## src/decoder_defs.vh

```
// Constants for the instruction operand decoder.
`ifndef DECODER_DEFS_VH
`define DECODER_DEFS_VH
`define REG_CTRL 5'h00
`define REG_STATUS 5'h04
`define REG_WORD 5'h08
`define REG_BANK 5'h0C
`define REG_TPTR 5'h10
`define REG_TLAT 5'h14
`define CTRL_RESET 2'h1
`define CTRL_EN_BIT 0
`define CTRL_XINST_BIT 1
`define BANK_RESET 4'h0
`define TPTR_RESET 21'h000000
`define PHASES_PER_CYCLE 3'h4
`define SECOND_WORD_TAG 4'hF
`define FLAG_C 0
`define FLAG_DC 1
`define FLAG_Z 2
`define FLAG_OV 3
`define FLAG_N 4
`define LIT_NONE 2'h0
`define LIT_8 2'h1
`define LIT_12 2'h2
`define LIT_20 2'h3
`define TBL_KEEP 2'h0
`define TBL_POST_INC 2'h1
`define TBL_POST_DEC 2'h2
`define TBL_PRE_INC 2'h3
`endif

```

## src/mcu_instruction_operand_decoder.v

```verilog
// Instruction operand decoder and instruction cycle timing for an 8-bit core.
`timescale 1ns/100ps
`include "decoder_defs.vh"
// What this block does
// - Instructions are one word, four take two, five with the extended set
// - Destination bit picks accumulator or file register
// - Access bit picks access RAM or bank
// - Three-bit field picks bit zero to seven
// - File operand is address or pointer selector
// - Register moves carry twelve-bit source, destination
// - Lone second word executes as no operation
// - Single word one cycle, taken/jump two
// - Two-word two cycles, three only if taken and relative
// - Instruction cycle is four oscillator periods
// - Table mode: keep, post-inc, post-dec, pre-inc
// - Table pointer 21 bits, latch 8 bits
// - Fast select saves or restores shadow registers
// - Literal is 8, 12 or 20 bits
// - Relative offsets signed, calls use direct address
// - Recognise core and extended instruction groups
// - Arithmetic updates carry, digit, zero, overflow, negative
// - Byte format: opcode, d, a, file address
// - Bit format: opcode, bit number, a, address
module mcu_instruction_operand_decoder (
  input wire core_clk,
  input wire rst_n,
  input wire [4:0] reg_addr,
  input wire [31:0] reg_wdata,
  input wire reg_wr,
  input wire reg_rd,
  output reg [31:0] reg_rdata,
  input wire [15:0] fetch_word,
  input wire fetch_valid,
  input wire cond_true,
  input wire [7:0] tbl_rdata,
  output reg decode_valid,
  output reg [15:0] opcode_word,
  output reg two_word,
  output reg is_nop,
  output reg ext_instr,
  output reg dest_to_file,
  output reg [11:0] ram_addr,
  output reg [2:0] bit_sel,
  output reg [1:0] ptr_sel,
  output reg [11:0] src_addr,
  output reg [11:0] dst_addr,
  output reg [19:0] literal,
  output reg [1:0] lit_width,
  output reg [20:0] branch_value,
  output reg branch_rel,
  output reg shadow_save,
  output reg shadow_restore,
  output reg [4:0] flag_mask,
  output reg [1:0] cycles,
  output reg [20:0] table_addr,
  output reg tbl_rd,
  output reg tbl_wr,
  output reg [7:0] table_latch,
  output reg [1:0] phase,
  output reg cycle_pulse,
  output reg busy
);
  reg [1:0] ctrl;
  reg [3:0] bank_select_register;
  reg [20:0] table_pointer;
  reg waiting;
  reg [15:0] first_word;
  reg [1:0] cycles_left;
  reg [15:0] w1;
  reg [15:0] w2;
  reg pair;
  reg take;
  reg lone_second;
  reg d_dest;
  reg [11:0] d_ram;
  reg [11:0] d_src;
  reg [11:0] d_dst;
  reg [19:0] d_lit;
  reg [1:0] d_litw;
  reg [20:0] d_branch;
  reg d_rel;
  reg d_save;
  reg d_restore;
  reg [4:0] d_flags;
  reg d_jump;
  reg d_ext;
  reg d_tblrd;
  reg d_tblwr;
  reg [1:0] d_cycles;
  reg [20:0] next_tptr;
  reg [20:0] next_taddr;

  // Four words open a pair, a fifth with the extended set on; the rest stand alone.
  function needs_second;
    input [15:0] w;
    input xinst;
    begin
      needs_second = (w[15:12] == 4'hC) || (w[15:9] == 7'h76) ||
                     (w[15:8] == 8'hEE && w[7:6] == 2'h0) || (w[15:8] == 8'hEF) ||
                     (xinst && w[15:8] == 8'hEB);
    end
  endfunction

  function is_table_op;
    input [15:0] w;
    begin
      is_table_op = (w[15:3] == 13'h0001);
    end
  endfunction

  always @* begin
    take = fetch_valid && ctrl[`CTRL_EN_BIT];
    pair = waiting;
    w1 = waiting ? first_word : fetch_word;
    w2 = waiting ? fetch_word : 16'h0000;
    lone_second = !waiting && (fetch_word[15:12] == `SECOND_WORD_TAG);
    d_dest = w1[9];
    if (w1[8]) begin
      d_ram = {bank_select_register, w1[7:0]};
    end else begin
      d_ram = {4'h0, w1[7:0]};
    end
    d_src = w1[11:0];
    d_dst = w2[11:0];
    d_lit = 20'h00000;
    d_litw = `LIT_NONE;
    d_branch = 21'h000000;
    d_rel = 1'b0;
    d_save = 1'b0;
    d_restore = 1'b0;
    d_flags = 5'h00;
    d_jump = 1'b0;
    d_ext = 1'b0;
    d_tblrd = 1'b0;
    d_tblwr = 1'b0;
    case (w1[15:12])
      4'h0: begin
        if (w1[11:8] == 4'hE || w1[11:8] == 4'hF || w1[11:8] == 4'h9 ||
            w1[11:8] == 4'hB || w1[11:8] == 4'hA || w1[11:8] == 4'h8 ||
            w1[11:8] == 4'hD || w1[11:8] == 4'hC) begin
          d_lit = {12'h000, w1[7:0]};
          d_litw = `LIT_8;
        end
        if (w1[15:1] == 15'h0009 || w1[15:1] == 15'h0008) begin
          d_restore = w1[0];
          d_jump = 1'b1;
        end
        if (ctrl[`CTRL_XINST_BIT] && w1 == 16'h0014) begin
          d_ext = 1'b1;
          d_jump = 1'b1;
        end
        d_tblrd = is_table_op(w1) && !w1[2];
        d_tblwr = is_table_op(w1) && w1[2];
        case (w1[15:10])
          6'h01: d_flags = 5'h1F;
          6'h04, 6'h05, 6'h07: d_flags = (5'h1 << `FLAG_Z) | (5'h1 << `FLAG_N);
          default: begin
          end
        endcase
      end
      4'h1, 4'h2, 4'h3, 4'h4, 4'h5: begin
        case (w1[15:10])
          6'h08, 6'h09, 6'h0A, 6'h0B, 6'h0E, 6'h0F, 6'h16, 6'h17: d_flags = 5'h1F;
          6'h04, 6'h05, 6'h06, 6'h07, 6'h14: begin
            d_flags = (5'h1 << `FLAG_Z) | (5'h1 << `FLAG_N);
          end
          default: d_flags = 5'h00;
        endcase
      end
      4'h6: begin
        if (w1[11:9] == 3'h5) begin
          d_flags = 5'h1 << `FLAG_Z;
        end
      end
      4'hD: begin
        d_branch = {{10{w1[10]}}, w1[10:0]};
        d_rel = 1'b1;
        d_jump = 1'b1;
      end
      4'hE: begin
        if (w1[11] == 1'b0) begin
          d_branch = {{13{w1[7]}}, w1[7:0]};
          d_rel = 1'b1;
        end else if (w1[11:9] == 3'h6 || w1[11:8] == 4'hF) begin
          d_branch = {1'b0, w2[11:0], w1[7:0]};
          d_lit = {w2[11:0], w1[7:0]};
          d_litw = `LIT_20;
          d_save = (w1[11:9] == 3'h6) && w1[8];
          d_jump = 1'b1;
        end else if (w1[11:8] == 4'hE) begin
          d_lit = {8'h00, w1[3:0], w2[7:0]};
          d_litw = `LIT_12;
        end else if (ctrl[`CTRL_XINST_BIT]) begin
          d_ext = 1'b1;
          d_lit = {12'h000, w1[7:0]};
          d_litw = `LIT_8;
        end
      end
      default: begin
      end
    endcase
    // Only two-word instructions reach the three-cycle case; conditional ones stay at two.
    if (pair) begin
      d_cycles = (cond_true && d_rel) ? 2'h3 : 2'h2;
    end else if (cond_true || d_jump) begin
      d_cycles = 2'h2;
    end else begin
      d_cycles = 2'h1;
    end
    next_tptr = table_pointer;
    next_taddr = table_pointer;
    case (w1[1:0])
      `TBL_POST_INC: next_tptr = table_pointer + 21'h000001;
      `TBL_POST_DEC: next_tptr = table_pointer - 21'h000001;
      `TBL_PRE_INC: begin
        next_tptr = table_pointer + 21'h000001;
        next_taddr = next_tptr;
      end
      default: next_tptr = table_pointer;
    endcase
  end

  always @(posedge core_clk) begin
    if (!rst_n) begin
      phase <= 2'h0;
      cycle_pulse <= 1'b0;
    end else begin
      phase <= phase + 2'h1;
      cycle_pulse <= (phase == `PHASES_PER_CYCLE - 3'h2);
    end
  end

  always @(posedge core_clk) begin
    if (!rst_n) begin
      waiting <= 1'b0;
      first_word <= 16'h0000;
      decode_valid <= 1'b0;
      opcode_word <= 16'h0000;
      two_word <= 1'b0;
      is_nop <= 1'b0;
      ext_instr <= 1'b0;
      dest_to_file <= 1'b0;
      ram_addr <= 12'h000;
      bit_sel <= 3'h0;
      ptr_sel <= 2'h0;
      src_addr <= 12'h000;
      dst_addr <= 12'h000;
      literal <= 20'h00000;
      lit_width <= `LIT_NONE;
      branch_value <= 21'h000000;
      branch_rel <= 1'b0;
      shadow_save <= 1'b0;
      shadow_restore <= 1'b0;
      flag_mask <= 5'h00;
      cycles <= 2'h0;
      table_addr <= 21'h000000;
      tbl_rd <= 1'b0;
      tbl_wr <= 1'b0;
      cycles_left <= 2'h0;
      busy <= 1'b0;
    end else begin
      decode_valid <= 1'b0;
      shadow_save <= 1'b0;
      shadow_restore <= 1'b0;
      tbl_rd <= 1'b0;
      tbl_wr <= 1'b0;
      if (cycle_pulse && cycles_left != 2'h0) begin
        cycles_left <= cycles_left - 2'h1;
        busy <= (cycles_left != 2'h1);
      end
      if (take && !waiting && needs_second(fetch_word, ctrl[`CTRL_XINST_BIT])) begin
        waiting <= 1'b1;
        first_word <= fetch_word;
      end else if (take) begin
        waiting <= 1'b0;
        decode_valid <= 1'b1;
        opcode_word <= w1;
        two_word <= pair;
        is_nop <= lone_second;
        ext_instr <= d_ext && !lone_second;
        dest_to_file <= d_dest;
        ram_addr <= d_ram;
        bit_sel <= w1[11:9];
        ptr_sel <= w1[5:4];
        src_addr <= d_src;
        dst_addr <= d_dst;
        literal <= lone_second ? 20'h00000 : d_lit;
        lit_width <= lone_second ? `LIT_NONE : d_litw;
        branch_value <= d_branch;
        branch_rel <= d_rel && !lone_second;
        shadow_save <= d_save && !lone_second;
        shadow_restore <= d_restore && !lone_second;
        flag_mask <= lone_second ? 5'h00 : d_flags;
        cycles <= lone_second ? 2'h1 : d_cycles;
        cycles_left <= lone_second ? 2'h1 : d_cycles;
        busy <= 1'b1;
        table_addr <= next_taddr;
        tbl_rd <= d_tblrd && !lone_second;
        tbl_wr <= d_tblwr && !lone_second;
      end
    end
  end

  // The table read result lands one cycle after the read pulse.
  always @(posedge core_clk) begin
    if (!rst_n) begin
      ctrl <= `CTRL_RESET;
      bank_select_register <= `BANK_RESET;
      table_pointer <= `TPTR_RESET;
      table_latch <= 8'h00;
      reg_rdata <= 32'h00000000;
    end else begin
      if (tbl_rd) begin
        table_latch <= tbl_rdata;
      end
      if (take && !waiting && !lone_second && is_table_op(fetch_word)) begin
        table_pointer <= next_tptr;
      end
      if (reg_wr) begin
        case (reg_addr)
          `REG_CTRL: ctrl <= reg_wdata[1:0];
          `REG_BANK: bank_select_register <= reg_wdata[3:0];
          `REG_TPTR: table_pointer <= reg_wdata[20:0];
          `REG_TLAT: table_latch <= reg_wdata[7:0];
          default: begin
          end
        endcase
      end
      reg_rdata <= 32'h00000000;
      if (reg_rd) begin
        case (reg_addr)
          `REG_CTRL: reg_rdata <= {30'h00000000, ctrl};
          `REG_STATUS: reg_rdata <= {24'h000000, cycles_left, cycles, waiting, two_word,
                                     busy, is_nop};
          `REG_WORD: reg_rdata <= {first_word, opcode_word};
          `REG_BANK: reg_rdata <= {28'h0000000, bank_select_register};
          `REG_TPTR: reg_rdata <= {11'h000, table_pointer};
          `REG_TLAT: reg_rdata <= {24'h000000, table_latch};
          default: reg_rdata <= 32'h00000000;
        endcase
      end
    end
  end
endmodule

```

## config.mk

```make
export PLATFORM = sky130hd
export DESIGN_NAME = mcu_instruction_operand_decoder
export DESIGN_NICKNAME = d
export VERILOG_FILES = /design/src/mcu_instruction_operand_decoder.v
export VERILOG_INCLUDE_DIRS = /design/src
export SDC_FILE = /design/constraint.sdc
export NUM_CORES = 1
export LEC_CHECK = 0
export BUFFER_PORTS_ARGS = -buffer_cell sky130_fd_sc_hd__buf_2
export CORE_MARGIN = 2
export CORE_UTILIZATION = 48
export DETAILED_ROUTE_END_ITERATION = 10
export PLACE_DENSITY_LB_ADDON = 0.15
export SLEW_MARGIN = 20
export SYNTH_ARGS = -nofsm -noshare
export SYNTH_HDL_FRONTEND = slang
export SYNTH_SLANG_ARGS = --single-unit
export TNS_END_PERCENT = 10
```

## constraint.sdc

```tcl
create_clock -name core_clk -period 2.6 [get_ports core_clk]
set_clock_uncertainty 0.2 [all_clocks]
set_input_delay 0.39 -clock core_clk [delete_from_list [all_inputs] [get_ports core_clk]]
set_output_delay 0.39 -clock core_clk [all_outputs]
set_load 0.01 [all_outputs]
```

=== Word-level counts from Yosys, hierarchy flattened ===
Memories as Yosys holds them, arrays and structs flattened.
Index checks and enable logic that the tools add are counted.

* Flip-flop bits (word level): 228
* Bits in latches: 0
* RAM bits: 0
* ROM bits: 160
* Bits of input ports: 67
* Output and inout port bits: 182
* Memories: 1

* Add/sub/neg operators: 4
* $mul: 0
* Div/mod/pow operators: 0
* $lt $le $gt $ge: 0
* Equality and inequality tests: 43
* Shift-type cells: 0
* Multiplexer cells: 67
* Bitwise logic cells: 3
* Reduce and logical (&&, ||, !) cells: 51

{| class="wikitable"
|+ Memories
! memory !! words !! bits a word !! read ports !! clocked after memory_dff !! wr ports !! line !! source
|-
| (no name shown) || 32 || 5 || 1 || 0 || 0 || mcu_instruction_operand_decoder.v:162 || <nowiki>case (w1[15:10])</nowiki>
|}

{| class="wikitable"
|+ Operators by type and width
! operator !! count
|-
| 32-bit case mux with 6 select lines || 1
|-
| 21-bit two-way mux || 5
|-
| 21-bit case mux with 2 select lines || 2
|-
| 20-bit two-way mux || 4
|-
| 4-bit equality test (second input constant) || 12
|-
| 8-bit two-way mux || 5
|-
| 20-bit case mux with 2 select lines || 1
|-
| 12-bit two-way mux || 3
|-
| 15-bit by 4-bit equality test with 1-bit output (second input constant) || 2
|-
| 13-bit by 1-bit equality test with 1-bit output (second input constant) || 2
|-
| 1-bit two-way mux || 26
|-
| 8-bit equality test (second input constant) || 3
|-
| 21-bit by 1-bit adder with 21-bit output (second input constant) || 1
|-
| 21-bit by 1-bit subtractor with 21-bit output (second input constant) || 1
|-
| 1-bit logical AND || 20
|-
| 2-bit two-way mux || 10
|-
| 6-bit by 3-bit equality test with 1-bit output (second input constant) || 3
|-
| 16-bit by 5-bit equality test with 1-bit output (second input constant) || 1
|-
| 16-bit two-way mux || 1
|-
| 5-bit case mux with 3 select lines || 1
|-
| 1-bit logical OR || 14
|-
| 4-bit by 3-bit equality test with 1-bit output (second input constant) || 3
|-
| 5-bit by 4-bit equality test with 1-bit output (second input constant) || 2
|-
| 5-bit equality test (second input constant) || 2
|-
| other kinds (27) || 43
|}

=== Longest topological paths before layout ===
* Word-level depth: 12
* Depth in mapped cells: 10

=== Worst setup path after synthesis ===
OpenSTA, ideal clock, no wires.

* Kind: input port to flip-flop
* Start: in fetch_word[12]
* End: reg table_pointer[7]
* Arrival time: 2.130 ns
* Path slack: 0.149 ns
* Cell stages on the path: 9
* Buffers on the path: 3
* Path through: buf_6 > or4_4 > nor4_4 > and2_1 > buf_6 > buf_4 > o2111ai_1 > a211oi_1 > nor2_1

* Longest elaborated chain between the ends: 8
* Elaborated cells between the ends (all ways): 9
* Classes of those cells: eq/ne: 2; mux: 3; reduce/logical: 4

{| class="wikitable"
|+ RTL lines
! item !! line !! source
|-
| start: declaration || mcu_instruction_operand_decoder.v:32 || <nowiki>input wire [15:0] fetch_word,</nowiki>
|-
| 4-bit equality test (no line) || -- ||
|-
| 1-bit logical AND || mcu_instruction_operand_decoder.v:116 || <nowiki>lone_second = !waiting && (fetch_word[15:12] == `SECOND_WORD_TAG);</nowiki>
|-
| 1-bit zero test || mcu_instruction_operand_decoder.v:316 || <nowiki>if (take && !waiting && !lone_second && is_table_op(fetch_word)) begin</nowiki>
|-
| 1-bit logical AND || mcu_instruction_operand_decoder.v:316 ||
|-
| 1-bit logical AND (*) || mcu_instruction_operand_decoder.v:316 ||
|-
| 21-bit two-way mux (*) || mcu_instruction_operand_decoder.v:316 ||
|-
| 21-bit two-way mux || mcu_instruction_operand_decoder.v:320 || <nowiki>case (reg_addr)</nowiki>
|-
| 21-bit two-way mux (*) || mcu_instruction_operand_decoder.v:319 || <nowiki>if (reg_wr) begin</nowiki>
|-
| end signal: assignment || mcu_instruction_operand_decoder.v:309 || <nowiki>table_pointer <= `TPTR_RESET;</nowiki>
|-
| end signal: assignment || mcu_instruction_operand_decoder.v:317 || <nowiki>table_pointer <= next_tptr;</nowiki>
|-
| end signal: assignment || mcu_instruction_operand_decoder.v:323 || <nowiki>`REG_TPTR: table_pointer <= reg_wdata[20:0];</nowiki>
|-
| end: declaration || mcu_instruction_operand_decoder.v:65 || <nowiki>reg [20:0] table_pointer;</nowiki>
|}

Mark *: on every way between the ends. The rest lies on a longest branch, timed or not.
A chain may end at the register's enable or synchronous reset.

=== Worst setup path in the final report ===
* Start: reg waiting, in the netlist pair
* End: reg literal[0]

* Longest elaborated chain between the ends: 12
* Elaborated cells between the ends (all ways): 34
* Classes of those cells: eq/ne: 10; mux: 9; bitwise: 1; reduce/logical: 14

{| class="wikitable"
|+ RTL lines
! item !! line !! source
|-
| start: declaration || mcu_instruction_operand_decoder.v:66 || <nowiki>reg waiting;</nowiki>
|-
| start signal: assignment || mcu_instruction_operand_decoder.v:235 || <nowiki>waiting <= 1'b0;</nowiki>
|-
| start signal: assignment || mcu_instruction_operand_decoder.v:272 || <nowiki>waiting <= 1'b1;</nowiki>
|-
| start signal: assignment || mcu_instruction_operand_decoder.v:275 || <nowiki>waiting <= 1'b0;</nowiki>
|-
| 16-bit two-way mux || mcu_instruction_operand_decoder.v:114 || <nowiki>w1 = waiting ? first_word : fetch_word;</nowiki>
|-
| 4-bit equality test (on tied branches) || mcu_instruction_operand_decoder.v:138, mcu_instruction_operand_decoder.v:190, mcu_instruction_operand_decoder.v:184 ||
|-
| 1-bit logical OR (3 in a row) || mcu_instruction_operand_decoder.v:138 || <nowiki>if (w1[11:8] == 4'hE || w1[11:8] == 4'hF || w1[11:8] == 4'h9 ||</nowiki>
|-
| 1-bit logical OR (3 in a row) || mcu_instruction_operand_decoder.v:139 || <nowiki>w1[11:8] == 4'hB || w1[11:8] == 4'hA || w1[11:8] == 4'h8 ||</nowiki>
|-
| 1-bit logical OR || mcu_instruction_operand_decoder.v:140 || <nowiki>w1[11:8] == 4'hD || w1[11:8] == 4'hC) begin</nowiki>
|-
| 8-bit two-way mux || mcu_instruction_operand_decoder.v:138 ||
|-
| 20-bit case mux with 2 select lines || mcu_instruction_operand_decoder.v:136 || <nowiki>case (w1[15:12])</nowiki>
|-
| 20-bit two-way mux || mcu_instruction_operand_decoder.v:287 || <nowiki>literal <= lone_second ? 20'h00000 : d_lit;</nowiki>
|-
| end signal: assignment || mcu_instruction_operand_decoder.v:287 ||
|-
| end: declaration || mcu_instruction_operand_decoder.v:47 || <nowiki>output reg [19:0] literal,</nowiki>
|}

Parallel ways exist; a longest one is shown, timed or not.

==> results.cfg <==
[floorplanning]
fp.dieArea_um2 = 21400
ios = 249
core_area_um2 = 20000
start_util_pct = 48.6
die_h_um = 146
die_w_um = 146
core.rowCount = 52

[yosys]
synth_top_cells_by_area = dfxtp_1, nor2_1, mux2i_1, nand2_1, a21oi_1
ys.flop_type = dfxtp_1
ys_warn_count = 0
synthCells = 1178
synth_top_area_share_pct = 41.1
synth_edf_count = 0
synthesis.area_um2 = 9740
synthDistinctLibCells = 69
syn_avg_cell_area_um2 = 8.26
ys_async_sr_fraction_pct = 0
synth_nets = 1250
synth-seq-area-share_pct = 41.1
ys_ff_latch = 200
synth_area_leader_cell = dfxtp_1

[clocking]
clkLatencyLatePin_ps = 450
cts.sinks = 200
clkTransAtPathRegs_ps = 80
cts_root_buffer = clkbuf_16
cts_setup_buffers = 0
postCtsHoldBufs = 0
cts_buffer_depth = 2
htree_levels = 4
cts_tree = done
cts_buffers = 17

[grt]
grt_pass1_wl_um = 52600
grt_max_degree = 78
grt_pass1_vias = 9301
grt_use_met2_pct = 52.1
grt_use_total_pct = 31.2
global_route.usage.met3_pct = 6.22
gr-total-overflow = 0
antenna_found_initial = 0
grt.busiest_layer = met2
use_met1_pct = 39.9

[power]
power.total_mw = 6.96
power.density_nw_per_um2 = 565
cellLeakagePower_nw = 5.17
vdd_drop_max_mv = 0.458

[placed_design]
place.gp.congestion = 0.961
place_inst = 1683
io_buffers = 237
pre_cts_ws_ps = -27.7
dp_hpwl_um = 25300

[setup_path]
required_ps = 2770
max_stage_delay_ps = 590
cp_slowest_cell = or3b_2
crit_type = flop to flop
crit_path_cell_trace = or3b_2 -> a22oi_4 -> nand2_1 -> nor2_1 -> a22oi_1 -> o21ai_0
crit_path_end_kind = flop
startpoint_type = flop
critPathMaxFanout = 28
cp.arrival_ps = 2650

[timing]
grt_setup_unrepaired = no
setup_slack_ps = 115
max_freq_mhz = 402
slew_headroom_pct = 59.6
hold_viol_final = 0
finalCriticalPeriod_ps = 2490
whs_ps = 33.9
setup_viol = 0
fin_crit_sh_pct = 95.6
slew_viol_final = 0
tightest_slew_ps = 605

[routing]
wl_per_cell_um = 19.9
first_iter_violations = 854
via_per_inst = 5.79
first_pass_iters = 8
drc_errors = 0
ant_nets = 0
wl_um = 34100
via_count = 9936

[cells_and_area]
post-route-util_pct = 61.5
fillCellCount = 1885
drive_gt1_share_pct = 29.4
final_net_count = 1504
synthToLayoutAreaGrowth_pct = 26.5
stdcell_count = 1715
antenna_cells = 0

[outcome]
run_status = completed

[hold_path]
hp-class = primary input to flop

[run]
drv_cap = 0
[cell type report]
| cell class | count | area (µm²) | share of cell area, % |
|---|---|---|---|
| Multi-Input combinational cell | 837 | 5090 | 41.3 |
| Sequential cell | 200 | 4010 | 32.5 |
| Timing Repair Buffer | 366 | 2220 | 18.0 |
| Clock buffer | 17 | 425 | 3.45 |
| Tap cell | 270 | 338 | 2.74 |
| Clock inverter | 15 | 201 | 1.64 |
| Inverter | 10 | 38.8 | 0.315 |
[per-layer routing]
| metal | up-vias | routed length [µm] |
|---|---|---|
| li1 | 4754 | - |
| met3 | 82 | 2170 |
| met4 | 0 | 1190 |
| met2 | 425 | 16200 |
| met5 | - | 0 |
| met1 | 4675 | 14500 |
[placed cells by master (no fill, tap or decap), drive strengths merged, types with 23 or more instances in the layout]
master  Yosys  final
nand3      48     48
nor2      155    155
dfxtp     200    200
nand2     105    105
a211oi     40     40
o21ai      65     65
a21oi      67     67
a22oi      42     42
mux2i      41     41
buf        56    366
nor3       23     23
[where the power goes]
group | switching, mW | internal, mW | total [mW]
registers | 0.0903 | 3.15 | 3.24
clock network | 1.45 | 1.34 | 2.79
logic | 0.566 | 0.364 | 0.931
total | 2.10 | 4.85 | 6.96
[cell usage after synthesis, types with 13 or more instances]
cell,instances
dfxtp_1,200
nor2_1,155
nand2_1,105
clkbuf_1,75
a21oi_1,67
o21ai_0,61
nand3_1,48
a22oi_1,41
mux2i_1,41
a211oi_1,40
buf_4,32
nor3_1,23
and2_1,19
xor2_1,18
a31oi_1,17
a32oi_1,15
and3_1,15
nor4_1,13
[final timing paths]
path         slack (ps)  cells after the start                       to          from
max                 110                      6               literal[0]          pair
min                  30                      3  bank_select_register[3]  reg_wdata[3]
max reg2reg         110                      6               literal[0]          pair
min reg2reg         240                      1                 phase[0]      phase[0]
[what timing repair did]
| item | CTS | global route |
|---|---|---|
| endpoints found under the setup margin | 2 | 5 |
| gates resized for setup | 1 | 2 |
| endpoints found under the hold margin | 0 | 0 |
[cell families after synthesis]
logic type,after synthesis,synth area share (%)
DFF,200,41.1
AOI/OAI and AO/OA,317,21.9
and+or+nand+nor,436,21.4
buffers and inverters,141,7.06
xor gates and xnor gates,30,2.70
adders and majority gates,5,0.643
muxes,49,5.14
[through the flow]
stage / instance area, µm² / setup TNS [ps]
6_report: 12300 / 0
3_3_place_gp: 11700 / -122
4_1_cts: 12300 / 0
2_1_floorplan: 9740 / 0
3_5_place_dp: 11700 / -104
5_1_grt: 12300 / 0
[sequential cells by signal, summed over array words and instances, names as in the netlist, 4 cells and up]
name	flops
branch_value	21
table_latch	8
first_word	16
ram_addr	4
dst_addr	12
bank_select_register	4
table_pointer	21
table_addr	21
opcode_word	16
literal	20
reg_rdata	32
[worst max-delay path: cells and delay by family (launching register included)]
kind | cells | cell delay (ps)
simple gates | 3 | 1070
compound gates | 3 | 660
flops | 1 | 460
(Power assumes the default switching activity.)
